[src/verilog/csp_pkg.sv]
// Constants and types shared by the clock source and prescaler block
package csp_pkg;

  // Register offsets on the plain register port
  localparam logic [7:0] CSP_OFS_PRESCALE = 8'h28;
  localparam logic [7:0] CSP_OFS_TRIM     = 8'h31;
  localparam logic [7:0] CSP_OFS_STATUS   = 8'h32;

  // Field positions in the prescale control register
  localparam int CSP_CE_BIT  = 7;
  localparam int CSP_SEL_MSB = 3;

  // Reset values
  localparam logic [3:0] CSP_PRESCALE_RST = 4'h0;
  localparam logic [7:0] CSP_RDATA_RST    = 8'h00;

  // Largest prescale exponent in effect; higher codes clamp to it
  localparam logic [3:0] CSP_PRESCALE_MAX = 4'h8;

  // Block clock cycles the change enable stays open
  localparam logic [2:0] CSP_CE_WINDOW = 3'h4;

  // Fuse codes of the source select field (raw pin levels)
  localparam logic [3:0] CSP_FUSE_EXT   = 4'h0;
  localparam logic [3:0] CSP_FUSE_PLL   = 4'h1;
  localparam logic [3:0] CSP_FUSE_RC    = 4'h2;
  localparam logic [3:0] CSP_FUSE_WDOSC = 4'h3;

  // Start-up delays in edges of the selected source
  localparam logic [11:0] CSP_SU_CLOCK = 12'h006;
  localparam logic [11:0] CSP_SU_LFX   = 12'h400;
  localparam logic [11:0] CSP_SU_XTAL  = 12'h100;

  // Selected clock source kind
  typedef enum logic [3:0] {
    CSP_SRC_EXT, CSP_SRC_PLL, CSP_SRC_RC, CSP_SRC_WDOSC, CSP_SRC_LFX,
    CSP_SRC_XB0, CSP_SRC_XB1, CSP_SRC_XB2, CSP_SRC_XB3
  } csp_src_t;

  // Run state of the clock generator
  typedef enum logic [1:0] {CSP_STARTUP, CSP_RUN, CSP_SLEEP} csp_run_t;

endpackage
[src/verilog/csp_clock_source_prescaler.sv]
// Clock source select, oscillator trim, prescaler and clock output
//
// Decided for this implementation: the plain strobed port.
`timescale 1ns/10ps
module csp_clock_source_prescaler #(
  parameter logic [7:0] FACTORY_TRIM = 8'h80  // Factory calibration value
) (
  input  wire logic       clk,                    // 10 MHz block clock
  input  wire logic       rst,                    // Async reset, high
  input  wire logic [7:0] reg_addr,               // Register address
  input  wire logic [7:0] reg_wdata,              // Register write data
  input  wire logic       reg_wr,                 // Write strobe
  input  wire logic       reg_rd,                 // Read strobe
  output logic      [7:0] reg_rdata,              // Read data, cycle after
  input  wire logic [3:0] source_select_fuses,    // Source select fuses
  input  wire logic       clock_output_fuse,      // Clock output fuse
  input  wire logic       external_clock_input,   // External clock pin
  input  wire logic       pll_clock_in,           // PLL output
  input  wire logic       rc_clock_in,            // Internal RC oscillator
  input  wire logic       wdosc_clock_in,         // 128 kHz oscillator
  input  wire logic       crystal_clock_in,       // Crystal amplifier out
  input  wire logic       sleep_req,              // Enter power-down
  input  wire logic       wake_req,               // Wake-up event
  input  wire logic       cpu_halt,               // Halt CPU clock only
  output logic            sys_clock,              // Divided system clock
  output logic            sys_active_edge,        // Rising edge pulse
  output logic            exec_enable,            // Instruction execution
  output logic            cpu_clock_en,           // CPU clock gate
  output logic            converter_clock_en,     // Converter clock gate
  output logic            fast_peripheral_clock,  // PLL clock to peripherals
  output logic            trim_range_bit,         // RC range select
  output logic      [6:0] trim_fine_bits,         // RC fine tune
  output logic            crystal_osc_enable,     // Crystal amplifier on
  output logic            port_b_bit4_gpio_en,    // Bit 4 left to port
  output logic            port_b_bit5_gpio_en,    // Bit 5 left to port
  output logic            clock_output_pin_o,     // Clock output level
  output logic            clock_output_pin_oe     // Clock output drive
);
  import csp_pkg::*;

  // Source input index order in the synchroniser
  localparam int NSRC = 5;

  logic [NSRC-1:0] src_raw;      // Raw source levels
  logic [NSRC-1:0] sync1_q;      // First stage, read only by second
  logic [NSRC-1:0] sync2_q;      // Second stage
  logic [NSRC-1:0] sync3_q;      // Third stage
  logic [NSRC-1:0] lvl_q;        // Filtered source levels
  logic [NSRC-1:0] lvl_prev_q;   // Previous filtered levels
  logic [NSRC-1:0] rise;         // Rising edge per source
  logic            fuses_ok_q;   // Fuses captured after reset
  logic [3:0]      fuse_sel_q;   // Captured source code
  logic            fuse_out_q;   // Captured clock output fuse
  csp_src_t        src_kind;     // Decoded source kind
  logic            is_crystal;   // Any crystal source
  logic            src_lvl;      // Selected source level
  logic            src_edge;     // Selected source rising edge
  logic            ce_q;         // Prescale change enable
  logic [2:0]      ce_cnt_q;     // Change enable lifetime
  logic [3:0]      sel_q;        // Prescale select as written
  logic [3:0]      act_sel_q;    // Prescale exponent in effect
  logic            pend_q;       // New select waiting to apply
  logic [7:0]      div_cnt_q;    // Source edges in half period
  logic [7:0]      half_m1;      // Half period minus one
  logic            sys_clk_q;    // Divided clock
  logic            edge_q;       // Active edge pulse
  logic            apply_now;    // Boundary where select switches
  logic            sys_rise;     // Divided clock about to rise
  logic [7:0]      trim_q;       // Oscillator trim
  csp_run_t        run_q;        // Run state
  logic [11:0]     su_cnt_q;     // Start-up edges counted
  logic [11:0]     su_load;      // Start-up length for source
  logic            cpu_en_q;     // CPU clock gate
  logic            conv_en_q;    // Converter clock gate
  logic            clock_output_pin_on;      // Clock output permitted
  logic            clock_output_pin_oe_q;    // Clock output enable
  logic [7:0]      rdata_q;      // Read data
  logic            wr_pre;       // Write to prescale register
  logic            wr_trim;      // Write to trim register

  assign src_raw = {crystal_clock_in, wdosc_clock_in, rc_clock_in,
                    pll_clock_in, external_clock_input};

  // Three-stage synchroniser; a change counts once stages two and three agree
  always_ff @(posedge clk or posedge rst) begin
    if (rst) begin
      sync1_q <= '0;
      sync2_q <= '0;
      sync3_q <= '0;
    end else begin
      sync1_q <= src_raw;
      sync2_q <= sync1_q;
      sync3_q <= sync2_q;
    end
  end

  // Filtered levels and their previous value
  always_ff @(posedge clk or posedge rst) begin
    if (rst) begin
      lvl_q      <= '0;
      lvl_prev_q <= '0;
    end else begin
      for (int i = 0; i < NSRC; i++) begin
        if (sync2_q[i] == sync3_q[i]) begin
          lvl_q[i] <= sync3_q[i];
        end
      end
      lvl_prev_q <= lvl_q;
    end
  end

  assign rise = lvl_q & ~lvl_prev_q;

  // Fuses are straps: caught on the first edge after reset release
  always_ff @(posedge clk or posedge rst) begin
    if (rst) begin
      fuses_ok_q <= 1'b0;
      fuse_sel_q <= CSP_FUSE_EXT;
      fuse_out_q <= 1'b1;
    end else if (!fuses_ok_q) begin
      fuses_ok_q <= 1'b1;
      fuse_sel_q <= source_select_fuses;
      fuse_out_q <= clock_output_fuse;
    end
  end

  // Source decode from the captured code
  always_comb begin
    src_kind = CSP_SRC_EXT;
    if (fuse_sel_q[3]) begin
      src_kind = csp_src_t'(4'(CSP_SRC_XB0) + {2'b00, fuse_sel_q[2:1]});
    end else if (fuse_sel_q[2]) begin
      src_kind = CSP_SRC_LFX;
    end else begin
      unique case (fuse_sel_q)
        CSP_FUSE_PLL:   src_kind = CSP_SRC_PLL;
        CSP_FUSE_RC:    src_kind = CSP_SRC_RC;
        CSP_FUSE_WDOSC: src_kind = CSP_SRC_WDOSC;
        default:        src_kind = CSP_SRC_EXT;
      endcase
    end
  end

  assign is_crystal = fuse_sel_q[3] | fuse_sel_q[2];

  // Selected source level and edge, start-up length per source
  always_comb begin
    src_lvl  = lvl_q[4];
    src_edge = rise[4];
    su_load  = CSP_SU_XTAL;
    unique case (src_kind)
      CSP_SRC_EXT: begin
        src_lvl  = lvl_q[0];
        src_edge = rise[0];
        su_load  = CSP_SU_CLOCK;
      end
      CSP_SRC_PLL: begin
        src_lvl  = lvl_q[1];
        src_edge = rise[1];
        su_load  = CSP_SU_CLOCK;
      end
      CSP_SRC_RC: begin
        src_lvl  = lvl_q[2];
        src_edge = rise[2];
        su_load  = CSP_SU_CLOCK;
      end
      CSP_SRC_WDOSC: begin
        src_lvl  = lvl_q[3];
        src_edge = rise[3];
        su_load  = CSP_SU_CLOCK;
      end
      CSP_SRC_LFX: begin
        su_load  = CSP_SU_LFX;
      end
      default: begin
        su_load  = CSP_SU_XTAL;
      end
    endcase
  end

  assign wr_pre  = reg_wr && (reg_addr == CSP_OFS_PRESCALE);
  assign wr_trim = reg_wr && (reg_addr == CSP_OFS_TRIM);

  // Change enable: a write with the other bits all zero sets or clears it; a select write uses it up
  always_ff @(posedge clk or posedge rst) begin
    if (rst) begin
      ce_q     <= 1'b0;
      ce_cnt_q <= '0;
    end else if (wr_pre && (reg_wdata[CSP_CE_BIT-1:0] == 7'h00)) begin
      ce_q     <= reg_wdata[CSP_CE_BIT];
      // A clearing write must not leave the countdown armed to reopen
      ce_cnt_q <= reg_wdata[CSP_CE_BIT] ? CSP_CE_WINDOW : 3'h0;
    end else if (wr_pre && ce_q && !reg_wdata[CSP_CE_BIT]) begin
      ce_q     <= 1'b0;  // Used up by the select write
      ce_cnt_q <= '0;
    end else if (ce_cnt_q != 3'h0) begin
      ce_cnt_q <= ce_cnt_q - 3'h1;
      ce_q     <= (ce_cnt_q != 3'h1);
    end
  end

  // Select write accepted only inside the open window
  always_ff @(posedge clk or posedge rst) begin
    if (rst) begin
      sel_q <= CSP_PRESCALE_RST;
    end else if (wr_pre && ce_q && !reg_wdata[CSP_CE_BIT]) begin
      sel_q <= reg_wdata[CSP_SEL_MSB:0];
    end
  end

  // Half period of the divided clock in source edges, less one
  assign half_m1 = 8'(9'(9'h001 << act_sel_q) >> 1) - 8'h01;

  assign sys_rise  = (act_sel_q == 4'h0) ? src_edge :
                     (src_edge && !sys_clk_q && (div_cnt_q == half_m1));
  // A new setting takes over at the next rising edge, ending the old period
  assign apply_now = pend_q && (sys_rise || run_q == CSP_SLEEP);

  // Pending select and the exponent in effect
  always_ff @(posedge clk or posedge rst) begin
    if (rst) begin
      pend_q    <= 1'b0;
      act_sel_q <= CSP_PRESCALE_RST;
    end else if (wr_pre && ce_q && !reg_wdata[CSP_CE_BIT]) begin
      pend_q    <= 1'b1;
    end else if (apply_now) begin
      pend_q    <= 1'b0;
      act_sel_q <= (sel_q > CSP_PRESCALE_MAX) ? CSP_PRESCALE_MAX : sel_q;
    end
  end

  // Divider; frozen low while asleep. PLL as source passes here too
  always_ff @(posedge clk or posedge rst) begin
    if (rst) begin
      div_cnt_q <= '0;
      sys_clk_q <= 1'b0;
      edge_q    <= 1'b0;
    end else if (run_q == CSP_SLEEP) begin
      div_cnt_q <= '0;
      sys_clk_q <= 1'b0;
      edge_q    <= 1'b0;
    end else if (apply_now) begin
      div_cnt_q <= '0;  // Fresh new period starts on this edge
      sys_clk_q <= 1'b1;
      edge_q    <= 1'b1;
    end else if (act_sel_q == 4'h0) begin
      sys_clk_q <= src_lvl;  // Divide by one
      edge_q    <= src_edge;
    end else if (src_edge) begin
      edge_q <= sys_rise;
      if (div_cnt_q == half_m1) begin
        div_cnt_q <= '0;
        sys_clk_q <= !sys_clk_q;
      end else begin
        div_cnt_q <= div_cnt_q + 8'h01;
      end
    end else begin
      edge_q <= 1'b0;
    end
  end

  // Trim register; factory value is the reset constant
  always_ff @(posedge clk or posedge rst) begin
    if (rst) begin
      trim_q <= FACTORY_TRIM;
    end else if (wr_trim) begin
      trim_q <= reg_wdata;
    end
  end

  // Range bit and fine code go straight to the analog oscillator
  assign trim_range_bit = trim_q[7];
  assign trim_fine_bits = trim_q[6:0];

  // Run state: start-up counted in edges of the chosen source
  always_ff @(posedge clk or posedge rst) begin
    if (rst) begin
      run_q    <= CSP_STARTUP;
      su_cnt_q <= '0;
    end else begin
      unique case (run_q)
        CSP_STARTUP: begin
          if (!fuses_ok_q) begin
            su_cnt_q <= '0;
          end else if (su_cnt_q == su_load) begin
            run_q <= CSP_RUN;
          end else if (src_edge) begin
            su_cnt_q <= su_cnt_q + 12'h001;
          end
        end
        CSP_RUN: begin
          if (sleep_req) begin
            run_q <= CSP_SLEEP;
          end
        end
        CSP_SLEEP: begin
          if (wake_req) begin
            run_q    <= CSP_STARTUP;
            su_cnt_q <= '0;
          end
        end
      endcase
    end
  end

  // Clock gates; the converter keeps its clock while the CPU halts
  always_ff @(posedge clk or posedge rst) begin
    if (rst) begin
      cpu_en_q  <= 1'b0;
      conv_en_q <= 1'b0;
    end else begin
      cpu_en_q  <= (run_q == CSP_RUN) && !cpu_halt;
      conv_en_q <= (run_q == CSP_RUN);
    end
  end

  // Crystal pins are not usable for clock output
  assign clock_output_pin_on = !fuse_out_q && !is_crystal;

  // Output enable is a constant 0 under reset, so nothing drives then
  always_ff @(posedge clk or posedge rst) begin
    if (rst) begin
      clock_output_pin_oe_q <= 1'b0;
    end else begin
      clock_output_pin_oe_q <= fuses_ok_q && clock_output_pin_on;
    end
  end

  // Read path; data stands one cycle only
  always_ff @(posedge clk or posedge rst) begin
    if (rst) begin
      rdata_q <= CSP_RDATA_RST;
    end else if (reg_rd) begin
      unique case (reg_addr)
        CSP_OFS_PRESCALE: rdata_q <= {ce_q, 3'h0, sel_q};
        CSP_OFS_TRIM:     rdata_q <= trim_q;
        CSP_OFS_STATUS:   rdata_q <= {run_q == CSP_RUN, is_crystal, clock_output_pin_on,
                                      pend_q, fuse_sel_q};
        default:          rdata_q <= 8'h00;  // Unmapped reads zero
      endcase
    end else begin
      rdata_q <= 8'h00;
    end
  end

  assign reg_rdata             = rdata_q;
  assign sys_clock             = sys_clk_q;
  assign sys_active_edge       = edge_q;
  assign exec_enable           = (run_q == CSP_RUN);
  assign cpu_clock_en          = cpu_en_q;
  assign converter_clock_en    = conv_en_q;
  assign fast_peripheral_clock = lvl_q[1];
  assign crystal_osc_enable    = fuses_ok_q && is_crystal && (run_q != CSP_SLEEP);
  assign port_b_bit4_gpio_en   = !(fuses_ok_q && (is_crystal || src_kind == CSP_SRC_EXT));
  assign port_b_bit5_gpio_en   = !(fuses_ok_q && is_crystal) && !clock_output_pin_oe_q;
  assign clock_output_pin_o    = sys_clk_q;
  assign clock_output_pin_oe   = clock_output_pin_oe_q;

endmodule  // csp_clock_source_prescaler

[config.mk]
export PLATFORM = sky130hd
export DESIGN_NAME = csp_clock_source_prescaler
export DESIGN_NICKNAME = d
export VERILOG_FILES = /design/src/verilog/csp_pkg.sv /design/src/verilog/csp_clock_source_prescaler.sv
export SDC_FILE = /design/constraint.sdc
export NUM_CORES = 1
export LEC_CHECK = 0
export BUFFER_PORTS_ARGS = -buffer_cell sky130_fd_sc_hd__buf_2
export CAP_MARGIN = 20
export CORE_UTILIZATION = 44
export CTS_CLUSTER_DIAMETER = 150
export DETAILED_ROUTE_END_ITERATION = 12
export PLACE_DENSITY_LB_ADDON = 0.1
export RECOVER_POWER = 100
export SYNTH_ARGS = -nofsm -noshare
export SYNTH_HDL_FRONTEND = slang
export SYNTH_SLANG_ARGS = --single-unit
export TNS_END_PERCENT = 30
[constraint.sdc]
create_clock -name clk -period 4.75 [get_ports clk]
set_input_delay 0.7125 -clock clk [delete_from_list [all_inputs] [get_ports clk]]
set_output_delay 0.7125 -clock clk [all_outputs]
set_load 0.01 [all_outputs]
==> results.json, run 1 <==
{
  "outcome": "finished with violations",
  "violations": "max-capacitance violations, max-slew violations",
  "fmax_ghz": 0.273,
  "numCtsBuffers": 9,
  "netlist_area_sq_um": 4260,
  "finalHoldViolCount": 0,
  "postCtsResizedCells": 0,
  "grt_pass1_wl_um": 14600,
  "yosysTopAreaCellShare_pct": 50.0,
  "drv_cap": 1,
  "power_density_nw_per_um2": 370,
  "power.leakage_nw": 2.11,
  "ys_warn_count": 0,
  "path_class": "flip-flop to flip-flop",
  "worstHoldStart": "sync1_q[4]$_DFF_PP0_",
  "wl_per_cell_um": 15.0,
  "period_minus_slack_ns": 3.67,
  "worstMarginPinSlew_ns": 1.78,
  "holdPathEnd": "sync2_q[4]$_DFF_PP0_",
  "synthCells": 382,
  "finalWeightedCongestion": 0.793,
  "cp.arrival_ns": 3.89,
  "finalCritPeriodShare_pct": 77.2,
  "final_common_cell": "dfrtp_1",
  "dieWidth_um": 100,
  "vias_per_cell": 5.33,
  "synth-edff-count": 0,
  "synth_top_area_cell": "dfrtp_1",
  "htree_levels": 3,
  "grt_pass1_vias": 2881,
  "hold_path_class": "flip-flop to flip-flop",
  "dp_hpwl_um": 6170,
  "ir_worst_vdd_uv": 160,
  "grt_max_degree": 48,
  "final_layout_size_suffix_gt1_share_pct": 15.0,
  "final_antenna_net_count": 0,
  "num_antenna_cells": 0,
  "slew_headroom_pct": -19.5,
  "yosys_register_bits": 87,
  "r2r_slack_ns": 1.08,
  "clkTransAtPathRegs_ns": 0.08,
  "regToRegEndpoint": "act_sel_q[3]$_DFFE_PP0P_",
  "die_h_um": 100,
  "ys_seq_area_share_pct": 51.2,
  "reg2reg_from": "act_sel_q[0]$_DFFE_PP0P_",
  "numClockSinks": 87,
  "nFillCells": 901,
  "syn_avg_cell_area_sq_um": 11.1,
  "slew_violations": 42,
  "post-cts-setup-buffers": 0,
  "required_ns": 4.98,
  "tns_ns": 0,
  "clockBufferDepth": 2,
  "tritoncts": "yes",
  "vias": 3073,
  "rows": 35,
  "finalClockSkew_ns": 0.0105,
  "drt-initial-drc-count": 146,
  "synth_area_leaders": "dfrtp_1 (50%), ha_1 (2.9%), nor2_1 (2.8%), mux2_2 (2.4%), xnor2_1 (2.3%)",
  "cp-start-kind": "flip-flop",
  "routed_wl_um": 8680,
  "reg2reg_depth": 10,
  "first_pass_iters": 5,
  "synth_ff_type": "dfrtp_1",
  "area_growth_pct": 11.7,
  "crit_path_end_kind": "flip-flop",
  "holdBufCountCts": 0,
  "numPortBuffers": 59,
  "worstPathMaxFanout": 15,
  "syn_nets": 425,
  "antenna_found_initial": 0,
  "start_util_pct": 45.8,
  "fp.coreArea_sq_um": 9280,
  "synth.distinct_cells": 68,
  "grt-ovfl-total": 0,
  "nets": 486,
  "worstSkewPairLatency_ns": 0.35,
  "track_usage_pct": 18.8,
  "die-area_sq_um": 10100,
  "drcViolationCount": 0,
  "synthArstFlopShare_pct": 100,
  "ios": 60,
  "clock-root-buffer": "clkbuf_8",
  "hold_depth": 0,
  "rsz0062_at_grt": "no",
  "holdWs_ns": 0.351,
  "final_cell_mix": "dfrtp_1 (85), buf_2 (33), nor2_1 (32)",
  "setup_viol": 0
}
-- registers in the layout, summed over array words and instances, names as in the netlist, 2 cells and up --
| signal | cells |
|---|---|
| fuse_sel_q | 4 |
| lvl_q | 5 |
| act_sel_q | 4 |
| reg_rdata | 8 |
| sync3_q | 5 |
| sync1_q | 5 |
| run_q | 2 |
| su_cnt_q | 12 |
| div_cnt_q | 8 |
| sync2_q | 5 |
| lvl_prev_q | 5 |
| trim_q | 8 |
| sel_q | 4 |
| ce_cnt_q | 3 |
-- final cells by class --
cell class,instances,area (sq um),share of cell area [%]
clock buffer,12,145,3.05
clock inverter,4,47.5,1.00
inverter,15,57.6,1.21
multi-input combinational,268,1880,39.5
sequential,87,2180,45.8
tap,129,161,3.39
timing repair buffer,62,285,6.00
-- cell usage after synthesis, types with 3 or more instances --
master	count
nor3_1	15
mux2_4	4
nand4_1	5
a22oi_1	4
buf_2	3
inv_1	15
xor2_1	8
a21boi_1	3
clkbuf_1	6
and2_1	4
nand2b_1	3
mux2_2	9
a21oi_1	13
maj3_1	5
nand3b_1	7
nor4_1	8
nor2b_1	12
o21ai_0	13
nor4b_1	3
mux2_1	8
nor2_1	32
nand3_1	11
a222oi_1	5
xnor2_1	11
nand2_1	19
dfrtp_1	85
or3_1	4
mux2i_1	4
ha_1	10
-- worst max-delay path, cell delays in order, from the launching register on --
cell,delay [ns]
dfrtp_1,0.61
nor4b_1,0.47
inv_1,0.09
ha_1,0.27
nor4b_1,0.28
o21ai_0,0.19
a21boi_2,0.17
o2111ai_1,0.17
or3_1,0.48
o41a_2,0.47
mux2_1,0.33
-- metal layers --
layer  vias up  GRT usage (%)  wire [um]
met1      1481           27.2       4240
li1       1507              -          -
met2        79           28.1       3960
met4         0           5.80         82
met3         6           4.46        391
met5         -              0          0
-- cell families after synthesis --
kind of cell	share of synthesized area [%]
adders and majority gates	4.12
buffers and inverters	2.91
other	0.0881
AOI/OAI and AO/OA	11.6
xor gates and xnor gates	3.91
muxes	7.38
DFF	51.2
and+or+nand+nor	18.8
-- where the power goes --
part	switching (W)	internal, W
registers	0.0000607	0.000811
clock network	0.000252	0.000256
logic	0.000223	0.000153
total	0.000537	0.00122
-- through the flow --
stage                     instance area (sq um)  util (%)  setup slack, ns  std cells  total power (W)
after floorplan                            4260         -             1.60        382          0.00116
after global placement                     4670      50.3             1.44        561          0.00127
after detailed placement                   4670      50.3             1.33        561          0.00128
after CTS                                  4860      52.4             1.31        577          0.00179
after global routing                       4750      51.2            0.732        577          0.00187
final                                      4750      51.2             1.08        577          0.00176
-- how the worst max path moves through the flow --
stage	from	endpoint	slack (ns)	cells past startpoint
after floorplan	act_sel_q[2]$_DFFE_PP0P_	act_sel_q[0]$_DFFE_PP0P_	1.60	12
after global placement	act_sel_q[3]$_DFFE_PP0P_	act_sel_q[0]$_DFFE_PP0P_	1.44	10
after detailed placement	act_sel_q[0]$_DFFE_PP0P_	act_sel_q[0]$_DFFE_PP0P_	1.33	10
after CTS	act_sel_q[0]$_DFFE_PP0P_	act_sel_q[3]$_DFFE_PP0P_	1.31	10
after global routing	act_sel_q[0]$_DFFE_PP0P_	act_sel_q[1]$_DFFE_PP0P_	0.73	10
final	act_sel_q[0]$_DFFE_PP0P_	act_sel_q[3]$_DFFE_PP0P_	1.08	10
(Power assumes the default switching activity.)
==> inputs of run 2 (changes only) <==
==> constraint.sdc (replaced) <==
create_clock -name clk -period 3.32 [get_ports clk]
set_input_delay 0.498 -clock clk [delete_from_list [all_inputs] [get_ports clk]]
set_output_delay 0.498 -clock clk [all_outputs]
set_load 0.01 [all_outputs]
==> results.json, run 2 (same netlist as run 1, synthesis figures left out) <==
{
  "p_seq_share_pct": 50.2,
  "wl_per_cell_um": 15.0,
  "crit_chain": "nor4b_4 > inv_1 > ha_1 > nor4b_1 > o21ai_1 > a21boi_2 > o2111ai_2 > or3_1 > o41a_4 > mux2_4",
  "p_comb_share_pct": 22.9,
  "first_pass_iters": 4,
  "nets": 501,
  "htree_levels": 3,
  "final_common_cell": "dfrtp_1",
  "ios": 60,
  "use_met3_pct": 2.99,
  "worstSkewPairLatency_ns": 0.35,
  "fp.coreArea_sq_um": 9280,
  "clockBufferDepth": 2,
  "finalHoldViolCount": 0,
  "tns_ns": 0,
  "final_layout_size_suffix_gt1_share_pct": 17.7,
  "start_util_pct": 45.8,
  "drcViolationCount": 0,
  "grt_pass1_vias": 3020,
  "path_class": "flip-flop to flip-flop",
  "hold_path_class": "input pin to flip-flop",
  "antenna_found_initial": 0,
  "dpl_cell_area_sq_um": 4780,
  "slew_violations": 52,
  "regToRegEndpoint": "act_sel_q[2]$_DFFE_PP0P_",
  "numClockSinks": 87,
  "vias": 3154,
  "rows": 35,
  "clock-root-buffer": "clkbuf_8",
  "top_usage_layer": "met2",
  "tritoncts": "yes",
  "top_register": "su_cnt_q",
  "die-area_sq_um": 10100,
  "holdBufCountCts": 0,
  "worstPathMaxFanout": 5,
  "grt_pass1_wl_um": 14900,
  "finalWeightedCongestion": 0.768,
  "grt-ovfl-total": 0,
  "critical-path-max-stage-delay_ns": 0.41,
  "finalClockSkew_ns": 0.00817,
  "routed_wl_um": 8890,
  "cp-start-kind": "flip-flop",
  "p_int_w": 0.00169,
  "final_cell_mix": "dfrtp_1 (85), clkbuf_1 (35), nor2_1 (32), buf_2 (32), nand2_1 (20)",
  "area_growth_pct": 14.3,
  "dp_hpwl_um": 6460,
  "grt_util_met2_pct": 30.2,
  "fmax_ghz": 0.321,
  "finalCritPeriodShare_pct": 93.9,
  "die_h_um": 100,
  "grt_max_degree": 52,
  "switching_share_pct": 31.8,
  "numCtsBuffers": 9,
  "required_ns": 3.55,
  "final_antenna_net_count": 0,
  "setup_viol": 0,
  "nFillCells": 915,
  "largest_reg_flops": 12,
  "worstMarginPinSlew_ns": 2.29,
  "drv_cap": 1,
  "num_antenna_cells": 0,
  "p_switching_w": 0.000787,
  "clkTransAtPathRegs_ns": 0.09,
  "r2r_slack_ns": 0.20,
  "reg2reg_from": "act_sel_q[2]$_DFFE_PP0P_",
  "outcome": "finished with violations",
  "period_minus_slack_ns": 3.12,
  "power.leakage_nw": 2.17,
  "violations": "max-capacitance violations, max-slew violations",
  "vias_per_cell": 5.33,
  "cp.arrival_ns": 3.35,
  "crit_path_end_kind": "flip-flop",
  "dieWidth_um": 100,
  "clockPowerShare_pct": 26.9,
  "track_usage_pct": 19.1,
  "slowest_stage": "dfrtp_1",
  "grtUsageMet1_pct": 26.7,
  "numPortBuffers": 59,
  "startpoint": "act_sel_q[2]$_DFFE_PP0P_",
  "final_area_sq_um": 4860,
  "rsz0062_at_grt": "no",
  "slew_headroom_pct": -53.7,
  "endpoint": "act_sel_q[2]$_DFFE_PP0P_",
  "reg2reg_depth": 10,
  "power_density_nw_per_um2": 509,
  "ir_worst_vdd_uv": 254,
  "drt-initial-drc-count": 152
}
[run 2: area by class of cell]
type,instances,area (sq um),area share [%]
Clock buffer,11,141,2.91
Clock inverter,5,33.8,0.695
Inverter,15,57.6,1.18
Multi-Input combinational cell,268,1920,39.5
Sequential cell,87,2180,44.8
Tap cell,129,161,3.32
Timing Repair Buffer,77,370,7.62
[run 2: through the flow]
stage / cells / setup slack [ns] / utilization (%) / hold WS (ns) / power [W]
after floorplan: 382 / 0.174 / - / 0.331 / 0.00166
after global placement: 576 / 0.268 / 51.5 / 0.334 / 0.00185
after detailed placement: 576 / 0.181 / 51.5 / 0.335 / 0.00186
after CTS: 592 / 0.161 / 53.4 / 0.227 / 0.00253
after global routing: 592 / 0.0264 / 52.4 / 0.218 / 0.00265
final: 592 / 0.201 / 52.4 / 0.247 / 0.00247
[run 2: power groups by stage]
stage	Sequential (W)	Clock [W]	Combinational, W
after detailed placement	0.00126	0	0.000597
final	0.00124	0.000665	0.000566
after global placement	0.00126	0	0.000588
after floorplan	0.00125	0	0.000408
after global routing	0.00126	0.000730	0.000656
after CTS	0.00124	0.000693	0.000599
[run 2: worst max-delay path, delay by kind of cell, from the launching register on]
| kind | cells | cell delay, ns |
|---|---|---|
| muxes | 1 | 0.31 |
| AOI/OAI and AO/OA | 4 | 0.89 |
| DFF | 1 | 0.41 |
| adders and majority gates | 1 | 0.26 |
| buffers and inverters | 1 | 0.08 |
| and+or+nand+nor | 3 | 1.06 |
[run 2: repair_timing]
item                                    in CTS  in global routing
gates resized for setup                      0                  1
endpoints found under the setup margin       0                  1
buffers inserted                             0                  0
[run 2: worst min-delay path by stage]
stage,end,slack (ns),startpoint,depth (start not counted)
finish,sync1_q[1]$_DFF_PP0_,0.25,pll_clock_in,1
global route,sync1_q[1]$_DFF_PP0_,0.22,pll_clock_in,1
CTS,sync1_q[0]$_DFF_PP0_,0.23,external_clock_input,1
detailed placement,sync2_q[0]$_DFF_PP0_,0.33,sync1_q[0]$_DFF_PP0_,0
global placement,sync2_q[1]$_DFF_PP0_,0.33,sync1_q[1]$_DFF_PP0_,0
floorplan,sync2_q[0]$_DFF_PP0_,0.33,sync1_q[0]$_DFF_PP0_,0
[run 2: metal layers]
metal	part of all wire, %	up-vias
met4	1.3	0
met3	4.4	8
li1	-	1540
met5	0	-
met2	46	71
met1	48	1535
==> inputs of run 3 (changes only) <==
==> constraint.sdc (replaced) <==
create_clock -name clk -period 3.32 [get_ports clk]
set_input_delay 0 -clock clk [delete_from_list [all_inputs] [get_ports clk]]
set_output_delay 0 -clock clk [all_outputs]
set_load 0.01 [all_outputs]
==> results.json, run 3 (same netlist as run 1, synthesis figures left out) <==
{
  "top_register": "su_cnt_q",
  "grt-ovfl-total": 0,
  "htree_levels": 3,
  "tns_ns": 0,
  "clkTransAtPathRegs_ns": 0.09,
  "fin_ws_ns": 0.200,
  "antenna_found_initial": 0,
  "cp-start-kind": "flip-flop",
  "crit_buf_inv": 1,
  "numPortBuffers": 59,
  "regToRegEndpoint": "act_sel_q[0]$_DFFE_PP0P_",
  "tritoncts": "yes",
  "finalNonFillerCells": 610,
  "ir_worst_vdd_uv": 268,
  "rows": 35,
  "worstSkewPairLatency_ns": 0.35,
  "rsz0062_at_grt": "no",
  "crit_chain": "nor4b_4 > inv_1 > ha_1 > nor4b_1 > o21ai_0 > a21boi_2 > o2111ai_1 > or3_1 > o41a_4 > mux2_4",
  "outcome": "finished with violations",
  "path_class": "flip-flop to flip-flop",
  "reg2reg_depth": 10,
  "vias_per_cell": 5.25,
  "reg2reg_from": "act_sel_q[2]$_DFFE_PP0P_",
  "worstMarginPinSlew_ns": 2.10,
  "crit_path_end_kind": "flip-flop",
  "largest_reg_flops": 12,
  "startpoint": "act_sel_q[2]$_DFFE_PP0P_",
  "wl_per_cell_um": 14.8,
  "cp.arrival_ns": 3.36,
  "power_density_nw_per_um2": 510,
  "hold_path_class": "input pin to flip-flop",
  "routed_wl_um": 9050,
  "vias": 3201,
  "required_ns": 3.56,
  "grt_max_degree": 40,
  "first_pass_iters": 4,
  "drt-initial-drc-count": 153,
  "drv_cap": 2,
  "violations": "max-capacitance violations, max-slew violations",
  "finalHoldViolCount": 0,
  "final_layout_size_suffix_gt1_share_pct": 16.4,
  "drcViolationCount": 0,
  "final_antenna_net_count": 0,
  "num_antenna_cells": 0,
  "numClockSinks": 87,
  "die-area_sq_um": 10100,
  "dp_hpwl_um": 6320,
  "fmax_ghz": 0.320,
  "critical-path-max-stage-delay_ns": 0.41,
  "numCtsBuffers": 9,
  "final_cell_mix": "dfrtp_1 (85), clkbuf_1 (34), nor2_1 (32)",
  "track_usage_pct": 19.2,
  "die_h_um": 100,
  "fin_util_pct": 54.7,
  "finalCritPeriodShare_pct": 94.0,
  "clockBufferDepth": 2,
  "start_util_pct": 45.8,
  "ios": 60,
  "postCtsResizedCells": 0,
  "period_minus_slack_ns": 3.12,
  "dpl_worst_slack_ns": 0.212,
  "power.leakage_nw": 2.26,
  "final_common_cell": "dfrtp_1",
  "worstPathMaxFanout": 5,
  "nets": 519,
  "crit_cells": 10,
  "dieWidth_um": 100,
  "slowest_stage": "dfrtp_1",
  "endpoint": "act_sel_q[0]$_DFFE_PP0P_",
  "finalClockSkew_ns": 0.00899,
  "finalWeightedCongestion": 0.761,
  "fp.coreArea_sq_um": 9280,
  "fin_total_pwr_w": 0.00259,
  "cpLargestDelayFamily": "simple AND/OR/NAND/NOR gates",
  "placed_cells": 573,
  "r2r_slack_ns": 0.20,
  "grt_pass1_vias": 3006,
  "clock-root-buffer": "clkbuf_8",
  "slew_violations": 74,
  "slew_headroom_pct": -39.9,
  "setup_viol": 0,
  "area_growth_pct": 19.3,
  "grt_pass1_wl_um": 14900
}
==> run 3: changes by cell type in the layout (fill, tap and decap cells not counted), moves of 2 or more <==
cell           change
a21boi_0           -2
a21boi_1           +2
buf_4              -2
dlygate4sd3_1     +21
==> run 3: final cells by class <==
class	instances	area [sq um]
fill	853	4210
sequential	87	2180
multi-input combinational	268	1910
timing repair buffer	95	561
tap	129	161
clock buffer	9	124
clock inverter	7	80.1
inverter	15	57.6
==> run 3: worst min-delay path: stages <==
cell,delay (ns)
buf_2,0.09
inv_1,0.04
nor2_1,0.10
o22a_1,0.13
==> run 3: routing by layer <==
metal	track usage [%]	wire length, um
met2	30.1	4080
met5	0	0
met3	3.06	321
met1	27.2	4530
met4	6.35	121
==> run 3: how the worst min path moves through the flow <==
stage	from	endpoint	slack, ns	cells past startpoint
after floorplan	external_clock_input	sync1_q[0]$_DFF_PP0_	0.03	0
after global placement	rst	sync2_q[1]$_DFF_PP0_	-0.05	2
after detailed placement	rst	sync2_q[1]$_DFF_PP0_	-0.04	2
after CTS	reg_wr	ce_cnt_q[2]$_DFFE_PP0P_	0.03	3
after global routing	sleep_req	run_q[0]$_DFFE_PP0P_	0.04	4
final	sleep_req	run_q[1]$_DFFE_PP0P_	0.04	4
==> run 3: stage by stage <==
step / area [sq um] / hold slack [ns]
detailed placement: 4760 / -0.0379
global route: 5080 / 0.0393
floorplan: 4260 / 0.0314
global placement: 4760 / -0.0463
CTS: 5170 / 0.0315
finish: 5080 / 0.0368
==> run 3: what timing repair did <==
item | 4_1_cts | 5_1_grt
hold buffers | 21 | 0
buffers inserted | 0 | 0
hold endpoints to repair | 42 | 0
==> run 3: where the power goes <==
group	leakage, nW	switching [W]	total [W]	internal, W
Clock	0.102	0.000400	0.000757	0.000357
Sequential	1.12	0.0000827	0.00124	0.00116
Combinational	1.04	0.000340	0.000590	0.000251
